--- config.mk ---
export PLATFORM = sky130hd
export DESIGN_NAME = fpr_bank
export DESIGN_NICKNAME = d
export VERILOG_FILES = /design/src/hdl/fpr_pkg.sv /design/src/hdl/fpr_bank.sv
export SDC_FILE = /design/constraint.sdc
export NUM_CORES = 1
export LEC_CHECK = 0
export ABC_AREA = 1
export BUFFER_PORTS_ARGS = -buffer_cell sky130_fd_sc_hd__buf_2
export CORE_ASPECT_RATIO = 1.1
export CORE_UTILIZATION = 30
export CTS_CLUSTER_SIZE = 10
export DETAILED_ROUTE_END_ITERATION = 16
export GPL_TIMING_DRIVEN = 1
export HOLD_SLACK_MARGIN = 0.1
export SYNTH_ARGS = -nofsm -noshare
export SYNTH_HDL_FRONTEND = slang
export SYNTH_SLANG_ARGS = --single-unit
--- constraint.sdc ---
create_clock -name sys_clk_i -period 2.53 [get_ports sys_clk_i]
set_input_delay 0.1265 -clock sys_clk_i [delete_from_list [all_inputs] [get_ports sys_clk_i]]
set_output_delay 0.1265 -clock sys_clk_i [all_outputs]
set_load 0.005 [all_outputs]
--- src/hdl/fpr_pkg.sv ---
package fpr_pkg;

	// register indices on the serial link (8-bit register address space)
	localparam logic [7:0] FPR_ADDR_LOWER = 8'h00;
	localparam logic [7:0] FPR_ADDR_UPPER = 8'h01;
	localparam logic [7:0] FPR_ADDR_RANGE = 8'h02;

	// field layout
	localparam int FPR_WORD_W      = 26;
	localparam int FPR_LOWER_W     = 16;
	localparam int FPR_UPPER_W     = 10;
	localparam int FPR_OE_BIT      = 10;
	localparam int FPR_RANGE_W     = 4;
	localparam int FPR_PPM_W       = 19;

	// reset values
	localparam logic [15:0] FPR_LOWER_RST = 16'h0000;
	localparam logic [9:0]  FPR_UPPER_RST = 10'h000;
	localparam logic        FPR_OE_RST    = 1'b0;

	// serial link framing
	localparam logic [6:0] FPR_DEV_ADDR_DEF = 7'h60;
	localparam logic [3:0] FPR_BIT_ACK      = 4'h8;
	localparam logic [3:0] FPR_BIT_LAST     = 4'h7;

	typedef enum logic [2:0] {
		FPR_ST_IDLE = 3'b000,
		FPR_ST_ADDR = 3'b001,
		FPR_ST_REG  = 3'b010,
		FPR_ST_WR   = 3'b011,
		FPR_ST_RD   = 3'b100
	} fpr_state_t;

	// applied pull setting handed to the synthesis logic
	typedef struct packed {
		logic signed [25:0] word;
		logic [3:0]         range;
		logic [18:0]        half_range_ppm_x100;
	} fpr_pull_t;

	// half pull range in hundredths of a ppm for each code
	function automatic logic [18:0] fpr_range_ppm(input logic [3:0] code);
		case (code)
			4'h0: fpr_range_ppm = 19'h0_0271;
			4'h1: fpr_range_ppm = 19'h0_03E8;
			4'h2: fpr_range_ppm = 19'h0_04E2;
			4'h3: fpr_range_ppm = 19'h0_09C4;
			4'h4: fpr_range_ppm = 19'h0_1388;
			4'h5: fpr_range_ppm = 19'h0_1F40;
			4'h6: fpr_range_ppm = 19'h0_2710;
			4'h7: fpr_range_ppm = 19'h0_30D4;
			4'h8: fpr_range_ppm = 19'h0_3A98;
			4'h9: fpr_range_ppm = 19'h0_4E20;
			4'hA: fpr_range_ppm = 19'h0_9C40;
			4'hB: fpr_range_ppm = 19'h0_EA60;
			4'hC: fpr_range_ppm = 19'h1_3880;
			4'hD: fpr_range_ppm = 19'h1_D4C0;
			4'hE: fpr_range_ppm = 19'h2_7100;
			default: fpr_range_ppm = 19'h4_E200;
		endcase
	endfunction

endpackage

--- src/hdl/fpr_bank.sv ---
// Summary of operation
// - upper register bits 15:11 read zero, ignore writes
// - software output enable bit 10, reset off
// - pin-controlled enable mode ignores software bit
// - upper bits 9:0 hold top ten word bits
// - whole pull word resets to zero
// - pull word is signed two's complement
// - upper-word write applies new pull word; range write applies new range at once
// - range register bits 15:4 read zero
// - four-bit code selects half pull range
// - range loads factory value, software may overwrite
// - enable bit reads back last written value
// - lower word at 0x00, read-write, reset zero
// - sixteen-bit data, two bytes, high byte first
`timescale 1ns/1ps
`default_nettype none

module fpr_bank #(
	parameter logic [6:0] DEV_ADDR      = fpr_pkg::FPR_DEV_ADDR_DEF,
	parameter logic [3:0] FACTORY_RANGE = 4'h9
) (
	// clock and reset
	input  wire logic              sys_clk_i,
	input  wire logic              rst_n_i,
	// serial link, open drain data
	input  wire logic              scl_i,
	input  wire logic              sda_i,
	output logic                   sda_o,
	output logic                   sda_oe_o,
	// output enable pin and mode strap
	input  wire logic              oe_pin_mode_i,
	input  wire logic              oe_pin_i,
	// pull logic side
	output fpr_pkg::fpr_pull_t     pull_cfg_o,
	output logic                   pull_update_o,
	output logic                   output_enable_o
);
	import fpr_pkg::*;

	logic [2:0]       scl_sync_reg;
	logic [2:0]       sda_sync_reg;
	logic [1:0]       oe_pin_sync_reg;
	fpr_state_t       state_reg;
	logic [3:0]       bit_cnt_reg;
	logic [7:0]       rx_reg;
	logic [7:0]       tx_reg;
	logic [7:0]       ptr_reg;
	logic [7:0]       hi_byte_reg;
	logic             byte_sel_reg;
	logic             ack_reg;
	logic             sda_oe_reg;
	logic [15:0]      lower_reg;
	logic [9:0]       upper_reg;
	logic             oe_sw_reg;
	logic [3:0]       range_reg;
	fpr_pull_t        pull_reg;
	logic             update_reg;
	logic             out_en_reg;
	logic             scl_rise;
	logic             scl_fall;
	logic             start_det;
	logic             stop_det;
	logic             wr_commit;
	logic [15:0]      wr_data;
	logic [7:0]       rd_byte;
	logic [15:0]      rd_word;

	// read view of one register; unmapped addresses read zero
	function automatic logic [15:0] read_reg(input logic [7:0] a);
		case (a)
			FPR_ADDR_LOWER: read_reg = lower_reg;
			FPR_ADDR_UPPER: read_reg = {5'h00, oe_sw_reg, upper_reg};
			FPR_ADDR_RANGE: read_reg = {12'h000, range_reg};
			default: read_reg = 16'h0000;
		endcase
	endfunction

	// link pins cross into sys_clk; only stage 1 and 2 feed logic
	always_ff @(posedge sys_clk_i) begin
		if (!rst_n_i) begin
			scl_sync_reg <= 3'h7;
			sda_sync_reg <= 3'h7;
			oe_pin_sync_reg <= 2'h0;
		end else begin
			scl_sync_reg <= {scl_sync_reg[1:0], scl_i};
			sda_sync_reg <= {sda_sync_reg[1:0], sda_i};
			oe_pin_sync_reg <= {oe_pin_sync_reg[0], oe_pin_i};
		end
	end

	assign scl_rise  = scl_sync_reg[1] & ~scl_sync_reg[2];
	assign scl_fall  = ~scl_sync_reg[1] & scl_sync_reg[2];
	assign start_det = scl_sync_reg[2] & scl_sync_reg[1] & ~sda_sync_reg[1] & sda_sync_reg[2];
	assign stop_det  = scl_sync_reg[2] & scl_sync_reg[1] & sda_sync_reg[1] & ~sda_sync_reg[2];

	// second byte of a word completes a write
	assign wr_commit = scl_fall && (bit_cnt_reg == FPR_BIT_LAST) && (state_reg == FPR_ST_WR)
		&& byte_sel_reg;
	assign wr_data = {hi_byte_reg, rx_reg};
	// process form so register contents, not only the pointer, wake it
	always_comb begin
		rd_word = read_reg(ptr_reg);
	end
	assign rd_byte = byte_sel_reg ? rd_word[7:0] : rd_word[15:8];

	// bit position and sampling of incoming data
	always_ff @(posedge sys_clk_i) begin
		if (!rst_n_i) begin
			bit_cnt_reg <= 4'h0;
			rx_reg <= 8'h00;
		end else if (start_det) begin
			// clock fall that closes a start is no bit; it wraps to 0
			bit_cnt_reg <= 4'hF;
		end else begin
			if (scl_rise && bit_cnt_reg != FPR_BIT_ACK) begin
				rx_reg <= {rx_reg[6:0], sda_sync_reg[1]};
			end
			if (scl_fall) begin
				bit_cnt_reg <= (bit_cnt_reg == FPR_BIT_ACK) ? 4'h0 : bit_cnt_reg + 4'h1;
			end
		end
	end

	// byte-level transaction control
	always_ff @(posedge sys_clk_i) begin
		if (!rst_n_i) begin
			state_reg <= FPR_ST_IDLE;
			ack_reg <= 1'b0;
			ptr_reg <= 8'h00;
			hi_byte_reg <= 8'h00;
			byte_sel_reg <= 1'b0;
			tx_reg <= 8'hFF;
		end else if (start_det) begin
			state_reg <= FPR_ST_ADDR;
			ack_reg <= 1'b0;
			byte_sel_reg <= 1'b0;
			tx_reg <= 8'hFF;
		end else if (stop_det) begin
			state_reg <= FPR_ST_IDLE;
			ack_reg <= 1'b0;
			tx_reg <= 8'hFF;
		end else if (scl_fall && bit_cnt_reg == FPR_BIT_LAST) begin
			// byte complete: decide acknowledge
			case (state_reg)
				FPR_ST_ADDR: begin
					if (rx_reg[7:1] == DEV_ADDR) begin
						ack_reg <= 1'b1;
						state_reg <= rx_reg[0] ? FPR_ST_RD : FPR_ST_REG;
						byte_sel_reg <= 1'b0;
					end else begin
						state_reg <= FPR_ST_IDLE;
					end
				end
				FPR_ST_REG: begin
					ack_reg <= 1'b1;
					ptr_reg <= rx_reg;
					byte_sel_reg <= 1'b0;
					state_reg <= FPR_ST_WR;
				end
				FPR_ST_WR: begin
					ack_reg <= 1'b1;
					hi_byte_reg <= rx_reg;
					byte_sel_reg <= ~byte_sel_reg;
					// address rolls 255 to 0 by natural wrap
					if (byte_sel_reg) begin
						ptr_reg <= ptr_reg + 8'h01;
					end
				end
				FPR_ST_RD: begin
					tx_reg <= 8'hFF;
				end
				default: begin
					state_reg <= FPR_ST_IDLE;
				end
			endcase
		end else if (scl_fall && bit_cnt_reg == FPR_BIT_ACK) begin
			ack_reg <= 1'b0;
			// master nack does not stop the device from sending on
			if (state_reg == FPR_ST_RD) begin
				tx_reg <= rd_byte;
				byte_sel_reg <= ~byte_sel_reg;
				if (byte_sel_reg) begin
					ptr_reg <= ptr_reg + 8'h01;
				end
			end
		end else if (scl_fall && state_reg == FPR_ST_RD) begin
			tx_reg <= {tx_reg[6:0], 1'b1};
		end
	end

	// open drain: pull low for ack or a zero data bit
	always_ff @(posedge sys_clk_i) begin
		if (!rst_n_i) begin
			sda_oe_reg <= 1'b0;
		end else begin
			sda_oe_reg <= ack_reg | ((state_reg == FPR_ST_RD) && (bit_cnt_reg != FPR_BIT_ACK)
				&& !tx_reg[7]);
		end
	end

	// lower word storage
	always_ff @(posedge sys_clk_i) begin
		if (!rst_n_i) begin
			// lower sixteen bits of word reset zero
			lower_reg <= FPR_LOWER_RST;
		end else if (wr_commit && ptr_reg == FPR_ADDR_LOWER) begin
			lower_reg <= wr_data;
		end
	end

	// upper word and software enable
	always_ff @(posedge sys_clk_i) begin
		if (!rst_n_i) begin
			upper_reg <= FPR_UPPER_RST;
			oe_sw_reg <= FPR_OE_RST;
		end else if (wr_commit && ptr_reg == FPR_ADDR_UPPER) begin
			// bits 9:0 are the word's top bits
			upper_reg <= wr_data[FPR_UPPER_W-1:0];
			// bit stored regardless of enable mode
			oe_sw_reg <= wr_data[FPR_OE_BIT];
		end
	end

	// range code; reset stands in for power-up here
	always_ff @(posedge sys_clk_i) begin
		if (!rst_n_i) begin
			range_reg <= FACTORY_RANGE;
		end else if (wr_commit && ptr_reg == FPR_ADDR_RANGE) begin
			range_reg <= wr_data[FPR_RANGE_W-1:0];
		end
	end

	// applied setting; lower-only writes leave the pull unchanged
	always_ff @(posedge sys_clk_i) begin
		if (!rst_n_i) begin
			pull_reg.word <= '0;
			pull_reg.range <= FACTORY_RANGE;
			pull_reg.half_range_ppm_x100 <= fpr_range_ppm(FACTORY_RANGE);
			update_reg <= 1'b0;
		end else begin
			// only upper write starts new pull
			update_reg <= wr_commit && ptr_reg == FPR_ADDR_UPPER;
			if (wr_commit && ptr_reg == FPR_ADDR_UPPER) begin
				// whole word applied in one cycle
				pull_reg.word <= signed'({wr_data[FPR_UPPER_W-1:0], lower_reg});
			end
			// range code maps to half range
			pull_reg.range <= range_reg;
			pull_reg.half_range_ppm_x100 <= fpr_range_ppm(range_reg);
		end
	end

	// enable source selection
	always_ff @(posedge sys_clk_i) begin
		if (!rst_n_i) begin
			out_en_reg <= 1'b0;
		end else begin
			out_en_reg <= oe_pin_mode_i ? oe_pin_sync_reg[1] : oe_sw_reg;
		end
	end

	assign sda_o = 1'b0;
	assign sda_oe_o = sda_oe_reg;
	assign pull_cfg_o = pull_reg;
	assign pull_update_o = update_reg;
	assign output_enable_o = out_en_reg;

endmodule

`default_nettype wire

==> results of run 1 <==
[cells by family after synthesis]
family | count (synthesis) | share of synthesized area [%]
and+or+nand+nor | 255 | 22.2
xor gates and xnor gates | 2 | 0.339
buffers and inverters | 112 | 8.73
DFF | 122 | 47.3
AOI/OAI and AO/OA | 187 | 18.7
other | 1 | 0.0726
adders and majority gates | 11 | 2.67
[final cells by class]
cell class              instances  share of cell area [%]
well taps                     229                    4.50
repair buffers                 70                    6.17
clock buffers                  20                    7.17
inverters                      87                    5.13
flip-flops and latches        122                    38.3
multi-input cells             456                    35.6
clock inverters                12                    3.06
[critical path, delay by kind of cell, from the launching register on]
kind	cells	cell delay (ns)
buf+inv	1	0.29
fa+ha+maj	1	0.18
simple gates	6	0.86
compound gates	2	0.20
flops	1	0.36
[report_power, final]
part | internal [mW] | total, mW | leakage [nW] | switching, mW
clock network | 1.79 | 2.66 | 0.308 | 0.869
logic | 0.0333 | 0.100 | 1.60 | 0.0671
registers | 1.94 | 1.95 | 0.986 | 0.0140
total | 3.76 | 4.71 | 2.90 | 0.951
[cell usage after synthesis]
master / n / area share (%)
a211o_1: 1 / 0.17
a211oi_1: 2 / 0.29
a21boi_0: 2 / 0.29
a21oi_1: 80 / 7.8
a31o_2: 1 / 0.17
a31oi_1: 1 / 0.12
buf_2: 6 / 0.58
buf_4: 4 / 0.58
buf_6: 1 / 0.22
clkbuf_1: 14 / 1.0
clkinv_1: 2 / 0.15
conb_1: 1 / 0.073
dfxtp_1: 122 / 47
ha_1: 11 / 2.7
inv_1: 80 / 5.8
inv_2: 5 / 0.36
nand2_1: 116 / 8.4
nand2_2: 4 / 0.48
nand2_4: 2 / 0.44
nand3_1: 36 / 3.5
nand3_2: 3 / 0.58
nand3b_1: 1 / 0.15
nand4_1: 1 / 0.12
nor2_1: 68 / 4.9
nor2_2: 3 / 0.36
nor2_4: 3 / 0.65
nor2_8: 2 / 0.78
nor3_1: 10 / 0.97
nor3b_1: 1 / 0.15
o211ai_1: 3 / 0.44
o21ai_0: 80 / 7.8
o21ai_1: 15 / 1.5
o22ai_1: 1 / 0.12
o311ai_0: 1 / 0.17
or2_2: 5 / 0.61
xnor2_1: 1 / 0.17
xor2_1: 1 / 0.17
[metal layers]
| layer | track usage (%) | routed length (microns) | part of all wire (%) |
|---|---|---|---|
| met1 | 21.2 | 6280 | 49 |
| met2 | 23.8 | 5700 | 44 |
| met3 | 5.31 | 791 | 6.1 |
| met4 | 3.88 | 99 | 0.77 |
| met5 | 0 | 0 | 0 |
[what timing repair did]
action | in CTS | in global routing
hold buffers | 4 | 0
resized for setup | 0 | 0
hold endpoints to repair | 4 | 0
[worst min-delay path by stage]
stage | end | slack (ns) | cells past startpoint
floorplan | output_enable_o | 0.22 | 1
global placement | scl_sync_reg[0] | 0.32 | 2
detailed placement | scl_sync_reg[0] | 0.31 | 2
CTS | ack_reg | 0.11 | 5
global route | ack_reg | 0.15 | 5
finish | ack_reg | 0.11 | 5
==> run_results.csv, run 1 <==
group,metric,value,unit
layout,final_cells,996,
sta,relSlewSlack,57.0,%
pwr,total_power,4.71,mW
drt,wl_per_cell,12.9,microns
clock_tree,cts_buffers,17,
clock_tree,h-tree-depth,4,
worst_setup_path,slowest_stage,"dfxtp_1",
layout,final_cell_area,0.00637,sq mm
layout,area_delta_synth_final,23.4,%
worst_setup_path,crit_required,2.88,ns
logic_synthesis,syn_area,0.00516,sq mm
worst_setup_path,setup.worst_path.end,"upper_reg[8]",
layout,final_core_util,38.3,%
grt,gr-total-overflow,0,
worst_setup_path,worstPathArrival,2.32,ns
logic_synthesis,synth-seq-cells,122,
sta,worst_slack,0.561,ns
drt,drt_pass1_iterations,5,
sta,final_hold_viol_count,0,
outcome,outcome,"finished clean",
sta,hold_ws,0.115,ns
logic_synthesis,postSynthCellCount,690,
drt,drt_wl_total,12900,microns
drt,drt_iter0_drc,341,
layout,nets,771,
grt,track_usage,15.7,%
clock_tree,cts_tree,"yes",
sta,fin_crit_sh,77.8,%
sta,tightest_slew,0.644,ns
placed_design,placed_cells,960,
pwr,max-vdd-ir-drop,536,uV
sta,fmax,508,MHz
die,die_w,127,microns
clock_tree,cts-root-buf,"clkbuf_16",
logic_synthesis,synth_cell_types,37,
placed_design,dp_slack,0.575,ns
grt,grt_pass1_wl,21700,microns
clock_tree,clkTransAtPathRegs,0.05,ns
worst_setup_path,worstRegToRegCells,10,
worst_setup_path,end_kind,"register",
die,fp.dieH,140,microns
pwr,power_density,740,mW/mm^2
layout,seqCellArea,0.00244,sq mm
layout,nFillCells,1733,
placed_design,dpl_cell_area,0.00568,sq mm
clock_tree,cts_setup_buffers,0,
drt,vias,4581,
clock_tree,clkSinkCount,122,
sta,finalSetupViolCount,0,
placed_design,numPortBuffers,57,
placed_design,dp_hpwl,9050,microns
drt,avgViaCountPerCell,4.60,
worst_setup_path,start_kind,"register",
sta,fin_crit,1.97,ns
die,core_area,0.0166,sq mm
worst_setup_path,r2r_slack,0.56,ns
sta,finalSetupTns,0,ns
min_path,worstHoldStart,"rst_n_i",
grt,antenna_found_initial,0,
logic_synthesis,syn_area_per_cell,7.48,sq um
worst_setup_path,crit_chain,"ha_1, nand2_1, nor2_4, nand2_4, nor2_8, nand2_4, nor2_8, buf_4, o21ai_1, a21oi_1",
worst_setup_path,crit_fanout,28,
layout,layout-drive-gt1-share,16.3,%
layout,final_cell_mix,"dfxtp_1, nand2_1, inv_1, o21ai_0, a21oi_1",
grt,grt_pass1_vias,4269,
worst_setup_path,worstReg2RegEnd,"upper_reg[8]",
worst_setup_path,worstSetupPathType,"register to register",
layout,largest_reg_flops,39,
sta,fin_skew,0.00744,ns
pwr,p_leak,2.90,nW
die,row_count,49,
logic_synthesis,yosysSeqAreaShare,47.3,%
placed_design,place_congestion,0.845,
sta,slew_viol_final,0,
drt,drtAntennaViolNets,0,
clock_tree,clk_path_buf_depth,2,
layout,layout_commonest_cell,"dfxtp_1",
worst_setup_path,startpoint,"bit_cnt_reg[0]",
worst_setup_path,reg2reg_from,"bit_cnt_reg[0]",
logic_synthesis,yosys_warnings,0,
layout,multi_input_comb_area,0.00227,sq mm
die,die-area,0.0177,sq mm
drt,route.detailed.drc,0,
layout,diodes,0,
sta,rsz0062_at_grt,"no",
flow_run,drv_cap,0,
min_path,hold_path.class,"input pin to register",
worst_setup_path,cpPeakStageDelay,0.36,ns
grt,grt_max_degree,52,
die,start_util,31.1,%
clock_tree,clkLatencyLatePin,0.42,ns
die,pin_count,59,
logic_synthesis,syn-num-nets,707,
Note: power is estimated with default switching activity, not from simulation.
==> inputs of run 2 (changes only) <==
- clock period: 2.53 -> 2.1 ns (I/O delays scaled with it)
==> run_results.csv, run 2 (same netlist as run 1, synthesis figures left out) <==
group,metric,value,unit
die,fp.dieH,140,microns
die,core_area,0.0166,sq mm
min_path,holdPathEnd,"scl_sync_reg[1]",
clock_tree,cts_setup_buffers,0,
worst_setup_path,worstSetupPathType,"register to register",
layout,final_cell_mix,"dfxtp_1, nand2_1, inv_1, o21ai_0, a21oi_1",
grt,antenna_found_initial,0,
layout,final_core_util,38.9,%
drt,wl_per_cell,12.9,microns
grt,grtUsageMet3,4.61,%
die,die-area,0.0177,sq mm
placed_design,place_congestion,0.858,
sta,fin_crit_sh,85.0,%
die,row_count,49,
sta,fin_crit,1.79,ns
die,die_w,127,microns
pwr,power_density,889,mW/mm^2
grt,gr-total-overflow,0,
sta,fin_skew,0.0137,ns
die,start_util,31.1,%
pwr,max-vdd-ir-drop,649,uV
clock_tree,cts_tree,"yes",
grt,busiest_layer,"met2",
clock_tree,clk_path_buf_depth,2,
sta,fmax,560,MHz
sta,slew_viol_final,0,
sta,final_hold_viol_count,0,
flow_run,drv_cap,0,
layout,largest_reg_flops,39,
layout,layout-drive-gt1-share,17.1,%
worst_setup_path,end_kind,"register",
placed_design,dp_hpwl,9170,microns
layout,nFillCells,1743,
layout,seqCellArea,0.00244,sq mm
outcome,outcome,"finished clean",
drt,drt_wl_total,13000,microns
worst_setup_path,worstRegToRegCells,10,
die,pin_count,59,
grt,grt_pass1_wl,21400,microns
sta,finalSetupTns,0,ns
drt,avgViaCountPerCell,4.61,
clock_tree,h-tree-depth,4,
layout,diodes,0,
worst_setup_path,reg2reg_from,"bit_cnt_reg[0]",
pwr,p_leak,2.96,nW
min_path,worstHoldStart,"scl_sync_reg[0]",
worst_setup_path,crit_fanout,26,
worst_setup_path,r2r_slack,0.31,ns
placed_design,numPortBuffers,57,
layout,multi_input_comb_area,0.00228,sq mm
drt,drt_pass1_iterations,5,
grt,grt_pass1_vias,4264,
pwr,total_power,5.75,mW
grt,met2_usage,24.1,%
worst_setup_path,crit_required,2.45,ns
clock_tree,clkTransAtPathRegs,0.05,ns
clock_tree,clkLatencyLatePin,0.42,ns
layout,layout_commonest_cell,"dfxtp_1",
layout,nets,781,
grt,grtUsageMet1,20.1,%
grt,track_usage,15.2,%
clock_tree,cts-root-buf,"clkbuf_16",
drt,drtAntennaViolNets,0,
drt,drt_iter0_drc,313,
clock_tree,clkSinkCount,122,
sta,finalSetupViolCount,0,
sta,rsz0062_at_grt,"no",
drt,vias,4640,
clock_tree,cts_buffers,17,
layout,area_delta_synth_final,25.3,%
worst_setup_path,worstPathArrival,2.13,ns
worst_setup_path,start_kind,"register",
min_path,min_path_cells,1,
drt,route.detailed.drc,0,
worst_setup_path,worstReg2RegEnd,"pull_cfg_o[25]",
min_path,hold_path.class,"register to register",
grt,grt_max_degree,41,
[run 2: cell types whose count changed in the layout (fill, tap and decap cells not counted), sizes merged]
cell	change
clkinv	+2
bufinv	+1
buf	+9
clkinvlp	-3
dlygate4sd3	+1
[run 2: timing repair]
item / CTS / global route
gates resized for setup: 0 / 1
setup endpoints to repair: 0 / 3
endpoints found under the hold margin: 7 / 0
hold buffers: 5 / 0
[run 2: routing by layer]
metal  wire length (microns)  part of all wire (%)
met1                    6380                    49
met2                    5840                    45
met3                     672                   5.2
met4                     130                   1.0
met5                       0                     0
[run 2: where the power goes]
| group | switching (mW) | internal (mW) | total, mW |
|---|---|---|---|
| sequential | 0.0172 | 2.34 | 2.35 |
| clock | 1.03 | 2.25 | 3.28 |
| combinational | 0.0808 | 0.0415 | 0.122 |
| total | 1.12 | 4.63 | 5.75 |
[run 2: stage by stage]
| step | hold slack (ns) | cell area (sq um) | cells | setup slack [ns] |
|---|---|---|---|---|
| global placement | 0.299 | 5750 | 969 | 0.325 |
| floorplan | 0.199 | 5160 | 690 | 0.531 |
| CTS | 0.404 | 6460 | 1006 | 0.221 |
| detailed placement | 0.298 | 5750 | 969 | 0.269 |
| finish | 0.412 | 6470 | 1006 | 0.314 |
| global route | 0.430 | 6470 | 1006 | 0.0355 |
[run 2: how the worst max path moves through the flow]
stage	start	endpoint	slack, ns	depth (start not counted)
global placement	ptr_reg[0]	lower_reg[9]	0.32	9
floorplan	ptr_reg[1]	lower_reg[10]	0.53	10
CTS	ptr_reg[0]	lower_reg[2]	0.22	9
finish	bit_cnt_reg[0]	pull_cfg_o[25]	0.31	10
detailed placement	ptr_reg[0]	lower_reg[7]	0.27	9
global route	ptr_reg[0]	tx_reg[6]	0.04	12
[run 2: critical path, stage by stage (launching register included)]
cell	delay, ns
dfxtp_1	0.37
ha_1	0.17
nand2_1	0.10
nor2_4	0.13
nand2_4	0.09
nor2_8	0.14
nand2_4	0.11
nor2_8	0.10
buf_4	0.25
o21ai_0	0.12
a21oi_1	0.13
[run 2: layout make-up]
type	instances	share of cell area (%)
timing repair buffer	80	7.27
inverter	87	5.05
sequential	122	37.7
clock buffer	20	6.90
tap	229	4.43
clock inverter	12	3.40
multi-input combinational	456	35.2
